==> config.mk <==
export PLATFORM = sky130hd
export DESIGN_NAME = low_power_mode_control
export DESIGN_NICKNAME = d
export VERILOG_FILES = /design/src/core/lpm_pkg.sv /design/src/core/vector_select.sv /design/src/core/low_power_mode_control.sv
export VERILOG_INCLUDE_DIRS = /design/src /design/src/core
export SDC_FILE = /design/constraint.sdc
export NUM_CORES = 1
export LEC_CHECK = 0
export BUFFER_PORTS_ARGS = -buffer_cell sky130_fd_sc_hd__buf_2
export CORE_UTILIZATION = 47
export DETAILED_ROUTE_END_ITERATION = 16
export HOLD_SLACK_MARGIN = 0.03
export PLACE_DENSITY = 0.78
export SLEW_MARGIN = 20
export SYNTH_ARGS = -nofsm -noshare
export SYNTH_HDL_FRONTEND = slang
export SYNTH_SLANG_ARGS = --single-unit
==> constraint.sdc <==
create_clock -name clk_sys_i -period 2.8 [get_ports clk_sys_i]
set_input_delay 0.84 -clock clk_sys_i [delete_from_list [all_inputs] [get_ports clk_sys_i]]
set_output_delay 0.84 -clock clk_sys_i [all_outputs]
set_load 0.02 [all_outputs]
==> src/core/lpm_defines.svh <==
// named constants for the low-power mode controller and vector map
`ifndef LPM_DEFINES_SVH
`define LPM_DEFINES_SVH

// vector map, each entry is the address of the high byte
`define LPM_VEC_BASE 16'hFFDC
`define LPM_VEC_SWI 16'hFFFC
`define LPM_VEC_IRQ 16'hFFFA
`define LPM_VEC_RESET 16'hFFFE
`define LPM_VEC_LO_BIT 16'h0001

// wake source indices, priority rises with index
`define LPM_NUM_SRC 16
`define LPM_IDX_TIMEBASE 0
`define LPM_IDX_ADC 1
`define LPM_IDX_KBD 2
`define LPM_IDX_RSVD 9
`define LPM_IDX_IRQ 15

// oscillator stabilization delay
`define LPM_OSC_STAB_NS 32'h0001_4000
`define LPM_CLK_PERIOD_NS 32'h0000_0014
`define LPM_STAB_CNT_W 16

// peripheral indications
`define LPM_NUM_PERIPH 8
`define LPM_WAIT_KEEP 8'hFF
`define LPM_STOP_KEEP 8'h00

// reset values
`define LPM_IMASK_RST 1'b1
`define LPM_CLK_SEL_RST 1'b0
`define LPM_PLL_ON_RST 1'b0

`endif

==> src/core/lpm_pkg.sv <==
// types shared by the low-power mode controller
`include "lpm_defines.svh"

package lpm_pkg;

  typedef enum logic [1:0] {
    ST_RUN,
    ST_WAIT,
    ST_STOP,
    ST_STAB
  } lpm_state_e;

  typedef struct packed {
    lpm_state_e state;
    logic imask;
    logic clk_sel;
    logic pll_on;
    logic brk_flag;
    logic [15:0] vec;
    logic restart;
    logic adc_abort;
    logic [`LPM_STAB_CNT_W-1:0] cnt;
  } lpm_state_s;

endpackage : lpm_pkg

==> src/core/vector_select.sv <==
// priority encoder from wake requests to a vector address
`timescale 1ns/1ps
`include "lpm_defines.svh"

module vector_select #(
  parameter int NUM_SRC = `LPM_NUM_SRC
) (
  input wire logic [NUM_SRC-1:0] req_i,
  input wire logic reset_i,
  input wire logic swi_i,
  output logic [15:0] addr_o,
  output logic valid_o
);

  // highest set index wins, the reserved slot never takes part
  function automatic logic [4:0] top_index(input logic [NUM_SRC-1:0] r);
    logic [4:0] idx;
    idx = 5'h00;
    for (int i = 0; i < NUM_SRC; i++) begin
      if (r[i] && i != `LPM_IDX_RSVD) begin
        idx = 5'(i);
      end
    end
    return idx;
  endfunction : top_index

  logic [NUM_SRC-1:0] live;
  logic [4:0] idx;

  // reserved pair is left unused
  always_comb begin
    live = req_i;
    live[`LPM_IDX_RSVD] = 1'b0;
    idx = top_index(live);
  end

  // reset above software interrupt above every peripheral
  always_comb begin
    if (reset_i) begin
      addr_o = `LPM_VEC_RESET;
    end else if (swi_i) begin
      addr_o = `LPM_VEC_SWI;
    end else begin
      // two bytes per vector from the timebase upward
      addr_o = `LPM_VEC_BASE + 16'({idx, 1'b0});
    end
    valid_o = reset_i | swi_i | (|live);
  end

endmodule : vector_select

==> src/core/low_power_mode_control.sv <==
// wait/stop low-power controller with clock gating and wake vectors
`timescale 1ns/1ps
`include "lpm_defines.svh"

module low_power_mode_control
  import lpm_pkg::*;
#(
  parameter int NUM_SRC = `LPM_NUM_SRC,
  parameter int NUM_PERIPH = `LPM_NUM_PERIPH,
  parameter logic [NUM_PERIPH-1:0] WAIT_KEEP = `LPM_WAIT_KEEP,
  parameter logic [NUM_PERIPH-1:0] STOP_KEEP = `LPM_STOP_KEEP,
  parameter int OSC_STAB_CYCLES =
    (`LPM_OSC_STAB_NS + `LPM_CLK_PERIOD_NS - 1) / `LPM_CLK_PERIOD_NS
) (
  input wire logic clk_sys_i,
  input wire logic resetn_i,
  // cpu side
  input wire logic wait_exec_i,
  input wire logic stop_exec_i,
  input wire logic cpu_sei_i,
  input wire logic cpu_cli_i,
  // configuration
  input wire logic osc_run_in_stop_en_i,
  input wire logic brk_en_i,
  input wire logic [4:0] converter_channel_select_i,
  // pll control register write port
  input wire logic pll_ctl_wr_i,
  input wire logic clock_source_select_wdata_i,
  input wire logic pll_power_enable_wdata_i,
  // wake sources and the break flag clear
  input wire logic [NUM_SRC-1:0] irq_req_i,
  input wire logic [NUM_SRC-1:0] irq_en_i,
  input wire logic break_irq_i,
  input wire logic reset_req_i,
  input wire logic brk_flag_clr_i,
  // clock controls
  output logic cpu_clk_en_o,
  output logic bus_clk_en_o,
  output logic osc_en_o,
  output logic pll_en_o,
  output logic crystal_clock_out_en_o,
  output logic system_clock_out_en_o,
  output logic clock_gen_interrupt_en_o,
  // status
  output logic imask_o,
  output logic clock_source_select_o,
  output logic pll_power_enable_o,
  output logic break_during_wait_flag_o,
  output logic in_wait_o,
  output logic in_stop_o,
  // peripheral controls
  output logic adc_active_o,
  output logic adc_abort_o,
  output logic brk_active_o,
  output logic [NUM_PERIPH-1:0] wait_active_o,
  output logic [NUM_PERIPH-1:0] stop_active_o,
  // wake result
  output logic cpu_restart_o,
  output logic [15:0] vector_hi_addr_o,
  output logic [15:0] vector_lo_addr_o
);

  localparam logic [`LPM_STAB_CNT_W-1:0] STAB_LAST =
    `LPM_STAB_CNT_W'(OSC_STAB_CYCLES - 1);

  localparam lpm_state_s RESET_S = '{
    state: ST_RUN,
    imask: `LPM_IMASK_RST,
    clk_sel: `LPM_CLK_SEL_RST,
    pll_on: `LPM_PLL_ON_RST,
    brk_flag: 1'b0,
    vec: `LPM_VEC_RESET,
    restart: 1'b0,
    adc_abort: 1'b0,
    cnt: '0
  };

  lpm_state_s s_q;
  lpm_state_s s_d;

  logic adc_pd;
  logic [NUM_SRC-1:0] wake_src;
  logic [NUM_SRC-1:0] ext_mask;
  logic [NUM_SRC-1:0] sel_req;
  logic [15:0] sel_addr;
  logic sel_valid;
  logic ext_wake;

  // converter powered down by software ahead of wait cannot wake
  assign adc_pd = &converter_channel_select_i;

  // enabled requests only, converter dropped when powered down
  always_comb begin
    wake_src = irq_req_i & irq_en_i;
    if (adc_pd) begin
      wake_src[`LPM_IDX_ADC] = 1'b0;
    end
    ext_mask = '0;
    ext_mask[`LPM_IDX_IRQ] = 1'b1;
    ext_mask[`LPM_IDX_KBD] = 1'b1;
  end

  // in stop only the pin and keyboard interrupts still have a clock
  assign sel_req = (s_q.state == ST_STOP) ? (wake_src & ext_mask) : wake_src;
  assign ext_wake = |(wake_src & ext_mask);

  vector_select #(
    .NUM_SRC(NUM_SRC)
  ) u_vector_select (
    .req_i(sel_req),
    .reset_i(reset_req_i),
    .swi_i(break_irq_i),
    .addr_o(sel_addr),
    .valid_o(sel_valid)
  );

  // next state of the whole controller
  always_comb begin
    s_d = s_q;
    s_d.restart = 1'b0;
    s_d.adc_abort = 1'b0;
    // software owns the pll control bits while running
    if (pll_ctl_wr_i) begin
      s_d.clk_sel = clock_source_select_wdata_i;
      s_d.pll_on = pll_power_enable_wdata_i;
    end
    // clear first so a break in the same cycle still sets the flag
    if (brk_flag_clr_i) begin
      s_d.brk_flag = 1'b0;
    end
    case (s_q.state)
      ST_RUN: begin
        if (cpu_sei_i) begin
          s_d.imask = 1'b1;
        end else if (cpu_cli_i) begin
          s_d.imask = 1'b0;
        end
        // only the instruction strobes lead into a low-power mode
        if (wait_exec_i) begin
          s_d.state = ST_WAIT;
          s_d.imask = 1'b0;
        end else if (stop_exec_i) begin
          s_d.state = ST_STOP;
          s_d.imask = 1'b0;
          s_d.adc_abort = 1'b1;
          // fall back to the crystal clock, beats a same-cycle write
          s_d.clk_sel = 1'b0;
        end
      end
      ST_WAIT: begin
        if (reset_req_i) begin
          s_d.state = ST_RUN;
          s_d.imask = 1'b1;
          s_d.restart = 1'b1;
          s_d.vec = sel_addr;
        end else if (break_irq_i) begin
          s_d.state = ST_RUN;
          s_d.brk_flag = 1'b1;
          s_d.restart = 1'b1;
          s_d.vec = sel_addr;
        end else if (sel_valid) begin
          s_d.state = ST_RUN;
          s_d.restart = 1'b1;
          s_d.vec = sel_addr;
        end
      end
      ST_STOP: begin
        s_d.cnt = '0;
        if (reset_req_i) begin
          s_d.state = ST_STAB;
          s_d.imask = 1'b1;
          s_d.vec = sel_addr;
        end else if (break_irq_i) begin
          s_d.state = ST_STAB;
          s_d.brk_flag = 1'b1;
          s_d.vec = sel_addr;
        end else if (ext_wake) begin
          s_d.state = ST_STAB;
          s_d.vec = sel_addr;
        end
      end
      ST_STAB: begin
        // oscillator restart, cpu stays off until the count runs out
        if (s_q.cnt == STAB_LAST) begin
          s_d.state = ST_RUN;
          s_d.restart = 1'b1;
        end else begin
          s_d.cnt = s_q.cnt + 1'b1;
        end
      end
      default: begin
        s_d = RESET_S;
      end
    endcase
  end

  // the single state register
  always_ff @(posedge clk_sys_i or negedge resetn_i) begin
    if (!resetn_i) begin
      s_q <= RESET_S;
    end else begin
      s_q <= s_d;
    end
  end

  // clock gating; the bus keeps running through stabilization
  always_comb begin
    cpu_clk_en_o = (s_q.state == ST_RUN);
    bus_clk_en_o = (s_q.state != ST_STOP) || osc_run_in_stop_en_i;
    osc_en_o = (s_q.state != ST_STOP) || osc_run_in_stop_en_i;
    pll_en_o = s_q.pll_on && (s_q.state != ST_STOP);
    crystal_clock_out_en_o = osc_en_o;
    system_clock_out_en_o = osc_en_o;
    // pll is off in stop either way, so its interrupt has no source
    clock_gen_interrupt_en_o = (s_q.state != ST_STOP);
  end

  // unit indications taken from the mode state
  always_comb begin
    in_wait_o = (s_q.state == ST_WAIT);
    in_stop_o = (s_q.state == ST_STOP);
    adc_active_o = (s_q.state == ST_RUN) || (s_q.state == ST_WAIT);
    brk_active_o = brk_en_i && (s_q.state != ST_STOP);
    wait_active_o = {NUM_PERIPH{in_wait_o}} & WAIT_KEEP;
    stop_active_o = {NUM_PERIPH{in_stop_o}} & STOP_KEEP;
  end

  assign imask_o = s_q.imask;
  assign clock_source_select_o = s_q.clk_sel;
  assign pll_power_enable_o = s_q.pll_on;
  assign break_during_wait_flag_o = s_q.brk_flag;
  assign adc_abort_o = s_q.adc_abort;
  assign cpu_restart_o = s_q.restart;
  assign vector_hi_addr_o = s_q.vec;
  assign vector_lo_addr_o = s_q.vec | `LPM_VEC_LO_BIT;

  // ---- assertions
  property p_wait_clocks;
    @(posedge clk_sys_i) disable iff (!resetn_i)
    in_wait_o |-> !cpu_clk_en_o && bus_clk_en_o && osc_en_o;
  endproperty
  a_wait_clocks: assert property (p_wait_clocks)
    else $error("wait mode clock gating wrong");

  property p_stop_bus;
    @(posedge clk_sys_i) disable iff (!resetn_i)
    in_stop_o && !osc_run_in_stop_en_i |-> !bus_clk_en_o && !cpu_clk_en_o;
  endproperty
  a_stop_bus: assert property (p_stop_bus)
    else $error("bus clock running in stop");

  property p_wait_entry;
    @(posedge clk_sys_i) disable iff (!resetn_i)
    cpu_clk_en_o && wait_exec_i |=> in_wait_o && !imask_o;
  endproperty
  a_wait_entry: assert property (p_wait_entry)
    else $error("wait entry did not clear mask");

  property p_reset_exit;
    @(posedge clk_sys_i) disable iff (!resetn_i)
    in_wait_o && reset_req_i |=>
      imask_o && cpu_restart_o && vector_hi_addr_o == `LPM_VEC_RESET;
  endproperty
  a_reset_exit: assert property (p_reset_exit)
    else $error("reset exit from wait wrong");

  property p_stop_entry;
    @(posedge clk_sys_i) disable iff (!resetn_i)
    cpu_clk_en_o && stop_exec_i && !wait_exec_i |=>
      in_stop_o && !clock_source_select_o && adc_abort_o && !adc_active_o;
  endproperty
  a_stop_entry: assert property (p_stop_entry)
    else $error("stop entry effects missing");

  property p_stab_len;
    @(posedge clk_sys_i) disable iff (!resetn_i)
    $rose(cpu_clk_en_o) && $past(s_q.state) == ST_STAB |->
      $past(s_q.cnt) == STAB_LAST;
  endproperty
  a_stab_len: assert property (p_stab_len)
    else $error("cpu clock restarted early");

  property p_stop_cgm;
    @(posedge clk_sys_i) disable iff (!resetn_i)
    in_stop_o && !osc_run_in_stop_en_i |->
      !crystal_clock_out_en_o && !system_clock_out_en_o &&
      !clock_gen_interrupt_en_o && !pll_en_o;
  endproperty
  a_stop_cgm: assert property (p_stop_cgm)
    else $error("clock generator outputs not held low");

  property p_keep_osc;
    @(posedge clk_sys_i) disable iff (!resetn_i)
    in_stop_o && osc_run_in_stop_en_i |-> osc_en_o && !pll_en_o;
  endproperty
  a_keep_osc: assert property (p_keep_osc)
    else $error("kept oscillator or pll wrong in stop");

  property p_brk_stop;
    @(posedge clk_sys_i) disable iff (!resetn_i)
    in_stop_o && break_irq_i && !reset_req_i |=>
      break_during_wait_flag_o && s_q.state == ST_STAB;
  endproperty
  a_brk_stop: assert property (p_brk_stop)
    else $error("break did not end stop");

  property p_irq_vec;
    @(posedge clk_sys_i) disable iff (!resetn_i)
    in_wait_o && !reset_req_i && !break_irq_i &&
      irq_req_i[`LPM_IDX_IRQ] && irq_en_i[`LPM_IDX_IRQ] |=>
      cpu_restart_o && vector_hi_addr_o == `LPM_VEC_IRQ;
  endproperty
  a_irq_vec: assert property (p_irq_vec)
    else $error("pin interrupt vector wrong");

endmodule : low_power_mode_control

## Yosys cells after proc, flatten, opt, wreduce, memory -nomap -nowiden

Index checks and enable logic that the tools add are counted.

- Register bits after elaboration: 40
- Input port bits: 51
- Output and inout port bits: 65
- Logic and storage cells: 94

- $add $sub $neg: 2
- Equal/unequal tests: 12
- Mux-type cells: 52
- Bitwise logic cells: 3
- Reduce and logical (&&, ||, !) cells: 16

Operator list:

| operator | number |
|---|---|
| $mux 16 | 6 |
| $mux 5 | 13 |
| $mux 17 | 3 |
| $pmux 17 s2 | 1 |
| $pmux 16 s2 | 1 |
| $add 16x1->16 const B | 1 |
| $and 16x16->16 | 1 |
| $eq 16x12->1 const B | 1 |
| $mux 2 | 8 |
| $mux 15 | 1 |
| $reduce_or 15->1 | 1 |
| $mux 1 | 14 |
| $add 7x7->8 const A | 1 |
| $ne 4x3->1 const B | 2 |
| $pmux 2 s4 | 1 |
| $ne 2x2->1 const B | 3 |
| $reduce_and 3->1 | 2 |
| $reduce_bool 2->1 | 3 |
| $ne 5x5->1 const B | 1 |
| $reduce_and 5->1 | 1 |
| $eq 2x2->1 const B | 2 |
| $mux 4 | 1 |
| $pmux 1 s2 | 2 |
| $reduce_and 4->1 | 1 |
| 10 further kinds | 14 |

## Longest topological paths before layout

- Depth after elaboration: 24
- Depth in mapped cells: 11
- Mapped depth without buffers: 11

## Modules after synthesis

A second synthesis with hierarchy kept.

- Cell total of the unflattened synthesis: 294
- Area total of the unflattened synthesis: 2728.9 um2

Modules (own cells, without submodules):

| module | instances | cells an instance | area an instance (um2) | seq. area each (um2) |
|---|---|---|---|---|
| low_power_mode_control | 1 | 245 | 2434.8 | 1021.0 |
| vector_select | 1 | 49 | 294.0 | 0.0 |

## Worst setup path before layout

No wires, ideal clock.

- Path kind: register to output
- Start: register s_q[38] (netlist bit)
- End: output port crystal_clock_out_en_o
- Data arrival time: 1599 ps
- Data required time: 1960 ps
- Path slack: 361 ps
- Stages on the path, launching flop included: 7
- Buffers on the path: 3
- Path through: dfrtp_1 -> inv_1 -> ha_1 -> buf_4 -> buf_2 -> nand2b_1 -> buf_4

- Longest elaborated chain between the ends: 2

Ends and longest elaborated chain:

| element | RTL line | text |
|---|---|---|
| start, declared | low_power_mode_control.sv:78 | `lpm_state_s s_q;` |
| start signal, assigned | low_power_mode_control.sv:200 | `s_q <= RESET_S;` |
| start signal, assigned | low_power_mode_control.sv:202 | `s_q <= s_d;` |
| $ne 2x2->1 | n/a |  |
| $logic_or 1x1->1 | n/a |  |
| end, declared | low_power_mode_control.sv:41 | `output logic crystal_clock_out_en_o,` |

Every way passes these cells.

## Worst setup path after layout

- Start: register s_q[38] (netlist bit)
- End: output port clock_gen_interrupt_en_o

- Longest elaborated chain between the ends: 1

Ends and longest elaborated chain:

| element | RTL line | text |
|---|---|---|
| $ne 2x2->1 | low_power_mode_control.sv:215 | `clock_gen_interrupt_en_o = (s_q.state != ST_STOP);` |
| end, declared | low_power_mode_control.sv:43 | `output logic clock_gen_interrupt_en_o,` |

Every way passes these cells.

==> impl_metrics.py <==
metrics = {
    "status": {
        "outcome": "complete, no violations",
    },
    "critical_path": {
        "cp-start-kind": "flop",
        "cp_max_fo": 14,
        "crit_path_end_kind": "output port",
        "required_ns": 1.96,
        "cp.arrival_ns": 1.79,
        "path_class": "reg -> out",
    },
    "synthesis": {
        "synthCells": 272,
        "async_flop_share_pct": 100,
        "synth-seq-cells": 30,
        "synth_area_mm2": 0.00237,
        "synth_edf_count": 0,
        "synth.most_common_cell": "buf_4",
        "synth_compound_area_share_pct": 20.9,
        "synth_top_cell_by_area": "dfrtp_1",
        "yosysSeqAreaShare_pct": 32.1,
        "synthFlopType": "dfrtp_1",
        "synth_simple_gate_area_share_pct": 20.0,
        "ys_warn_count": 0,
        "synth_top_family_by_area": "compound AO/OA/AOI/OAI gates",
        "synth_xor_area_share_pct": 2.22,
        "synthMuxAreaShare_pct": 1.95,
        "synth_adder_area_share_pct": 3.17,
        "yosysTopAreaCellShare_pct": 24.3,
        "synth_cell_types": 52,
        "synthesis.area_per_instance_um2": 8.71,
        "synth_common_cells": "buf_4 (53), nand2_1 (30), dfrtp_1 (23)",
        "synthTopCellsByArea": "dfrtp_1 (24%), buf_4 (17%), dfstp_2 (7.8%)",
    },
    "timing": {
        "tightestPinTransition_ns": 0.656,
        "final_max_slew_viol_count": 0,
        "slew_headroom_pct": 56.3,
        "max_freq_mhz": 381,
        "hold_viol_final": 0,
        "rsz0062_at_grt": "false",
        "setup_viol": 0,
        "fin_setup_tns_ns": 0,
        "finalCritPeriodShare_pct": 93.8,
        "skew_ns": 0.00782,
        "fin_crit_ns": 2.63,
    },
    "routing": {
        "drt_iter0_drc": 127,
        "firstDrtPassIters": 4,
        "ant_nets": 0,
        "drc_errors": 0,
        "vias": 2095,
        "drt_wl_total_um": 5050,
        "wl_per_cell_um": 12.5,
        "viasPerCell": 5.17,
    },
    "clock_network": {
        "clkTransAtPathRegs_ns": 0.07,
        "htree_levels": 2,
        "ctsRootBufferMaster": "clkbuf_8",
        "numCtsBuffers": 5,
        "cts_resized": 0,
        "hold_buffers": 0,
        "clk_latency_ns": 0.28,
        "cts_setup_buffers": 0,
        "clock_path_buffers": 2,
        "cts_tree": "done",
        "cts.sinks": 30,
    },
    "finish": {
        "syn2layout_area_growth_pct": 16.1,
        "drive_gt1_share_pct": 41.1,
        "antenna-diode-count": 0,
        "nets": 394,
    },
    "global_route": {
        "grt_usage_pct": 21.0,
        "grt_pass1_vias": 1933,
        "grt_pass1_wl_um": 8740,
        "antenna_found_initial": 0,
        "overflow": 0,
        "grt_max_degree": 31,
    },
    "hold_path": {
        "hold_path.class": "reg -> reg",
    },
    "power_and_ir_drop": {
        "power_mw": 2.97,
        "power_density_mw_per_mm2": 1080,
        "irDropWorstVdd_v": 0.000624,
        "p_leak_nw": 1.39,
    },
    "placed_design": {
        "dp_hpwl_um": 3910,
        "gp_congestion": 0.852,
        "io_buffers": 103,
    },
    "floorplanning": {
        "ioPinCount": 116,
        "fp.dieW_um": 73.0,
        "rows": 25,
        "start_util_pct": 49.5,
        "coreArea_mm2": 0.00479,
        "die_y_um": 73.0,
        "dieArea_mm2": 0.00533,
    },
    "job": {
        "maxCapViolCount": 0,
    },
}
==> report_power, final <==
part           switching (mW)  internal, mW  leakage (nW)  total, mW
Clock                   0.166         0.379        0.0714      0.546
Sequential             0.0966         0.568         0.384      0.665
Combinational            1.16         0.602         0.933       1.76
Total                    1.42          1.55          1.39       2.97
==> layout by cell type (no fill, tap or decap), types with 2 or more instances in the layout <==
| cell | n |
|---|---|
| and3_1 | 2 |
| conb_1 | 10 |
| mux2i_1 | 2 |
| nor2_1 | 21 |
| dfrtp_1 | 23 |
| nand2_1 | 30 |
| a2bb2oi_1 | 2 |
| o21ai_1 | 11 |
| a31oi_1 | 6 |
| nand4_1 | 7 |
| o31ai_1 | 3 |
| a21oi_1 | 12 |
| buf_4 | 2 |
| nor3_1 | 4 |
| a32o_1 | 3 |
| a22oi_1 | 2 |
| nor2b_1 | 3 |
| inv_2 | 2 |
| and2_1 | 2 |
| buf_2 | 103 |
| nor4_4 | 2 |
| ha_1 | 6 |
| nand3_1 | 8 |
| a31oi_2 | 3 |
| clkbuf_8 | 6 |
| nand2b_1 | 3 |
| a22o_1 | 2 |
| a311oi_4 | 2 |
| xnor2_1 | 2 |
| xor2_1 | 4 |
| o21ai_0 | 6 |
| inv_1 | 12 |
| dfstp_2 | 7 |
| bufinv_16 | 2 |
| and4_1 | 4 |
| a31o_2 | 2 |
==> worst max-delay path, stage by stage, from the launching register on <==
cell	delay, ns
dfrtp_1	0.42
inv_1	0.10
ha_1	0.43
buf_4	0.27
inv_2	0.11
buf_2	0.17
==> state kept, by name, summed over array words and instances (netlist names) <==
name,flops
adc_abort_o,1
break_during_wait_flag_o,1
clock_source_select_o,1
cpu_restart_o,1
imask_o,1
pll_power_enable_o,1
s_q,18
vector_hi_addr_o,6
==> path summary, 6_finish.rpt <==
| path | startpoint | to | slack (ns) | cells past startpoint |
|---|---|---|---|---|
| worst max register to register | s_q[38]$_DFFE_PN0P_ | vector_hi_addr_o[2]$_DFFE_PN1P_ | 0.28 | 8 |
| max in group asynchronous | resetn_i | s_q[15]$_DFFE_PN0P_ | 1.78 | 1 |
| worst min-delay path | vector_hi_addr_o[3]$_DFFE_PN1P_ | vector_hi_addr_o[3]$_DFFE_PN1P_ | 0.45 | 2 |
| worst max-delay path | s_q[38]$_DFFE_PN0P_ | clock_gen_interrupt_en_o | 0.17 | 5 |
| min in group asynchronous | resetn_i | s_q[9]$_DFFE_PN0P_ | 0.58 | 1 |
| worst min register to register | vector_hi_addr_o[3]$_DFFE_PN1P_ | vector_hi_addr_o[3]$_DFFE_PN1P_ | 0.45 | 2 |
==> per-stage QoR <==
step	std cells	setup WS [ns]	instance area [µm²]	hold slack (ns)	utilization [%]
finish	405	0.175	2750	0.454	57.4
global route	405	0.0496	2750	0.480	57.4
CTS	405	0.169	2750	0.457	57.4
detailed placement	397	0.251	2610	0.448	54.5
global placement	397	0.299	2610	0.446	54.5
floorplan	280	0.361	2400	0.442	-
==> routing by layer <==
layer	global-route usage, %	vias to the layer above	share of wire (%)
met3	5.11	5	6.8
met2	37.2	86	49
met4	4.58	0	0.77
met5	0	-	0
met1	25.8	973	43
li1	-	1031	-
==> cells by family (layout without fill, tap and decap cells) <==
kind of cell	count (synthesis)	count (layout)
AOI/OAI and AO/OA	64	64
xor gates and xnor gates	6	6
adders and majority gates	6	6
buffers and inverters	69	127
DFF	30	30
muxes	4	4
other	2	10
and+or+nand+nor	91	91
==> final cells by class <==
| class | instances | area (µm²) |
|---|---|---|
| Fill cell | 456 | 2040 |
| Multi-Input combinational cell | 181 | 1180 |
| Sequential cell | 30 | 759 |
| Timing Repair Buffer | 105 | 531 |
| Tap cell | 67 | 83.8 |
| Clock buffer | 6 | 82.6 |
| Clock inverter | 2 | 60.1 |
| Inverter | 14 | 52.6 |
No activity file was read; power rests on OpenSTA's default activity.
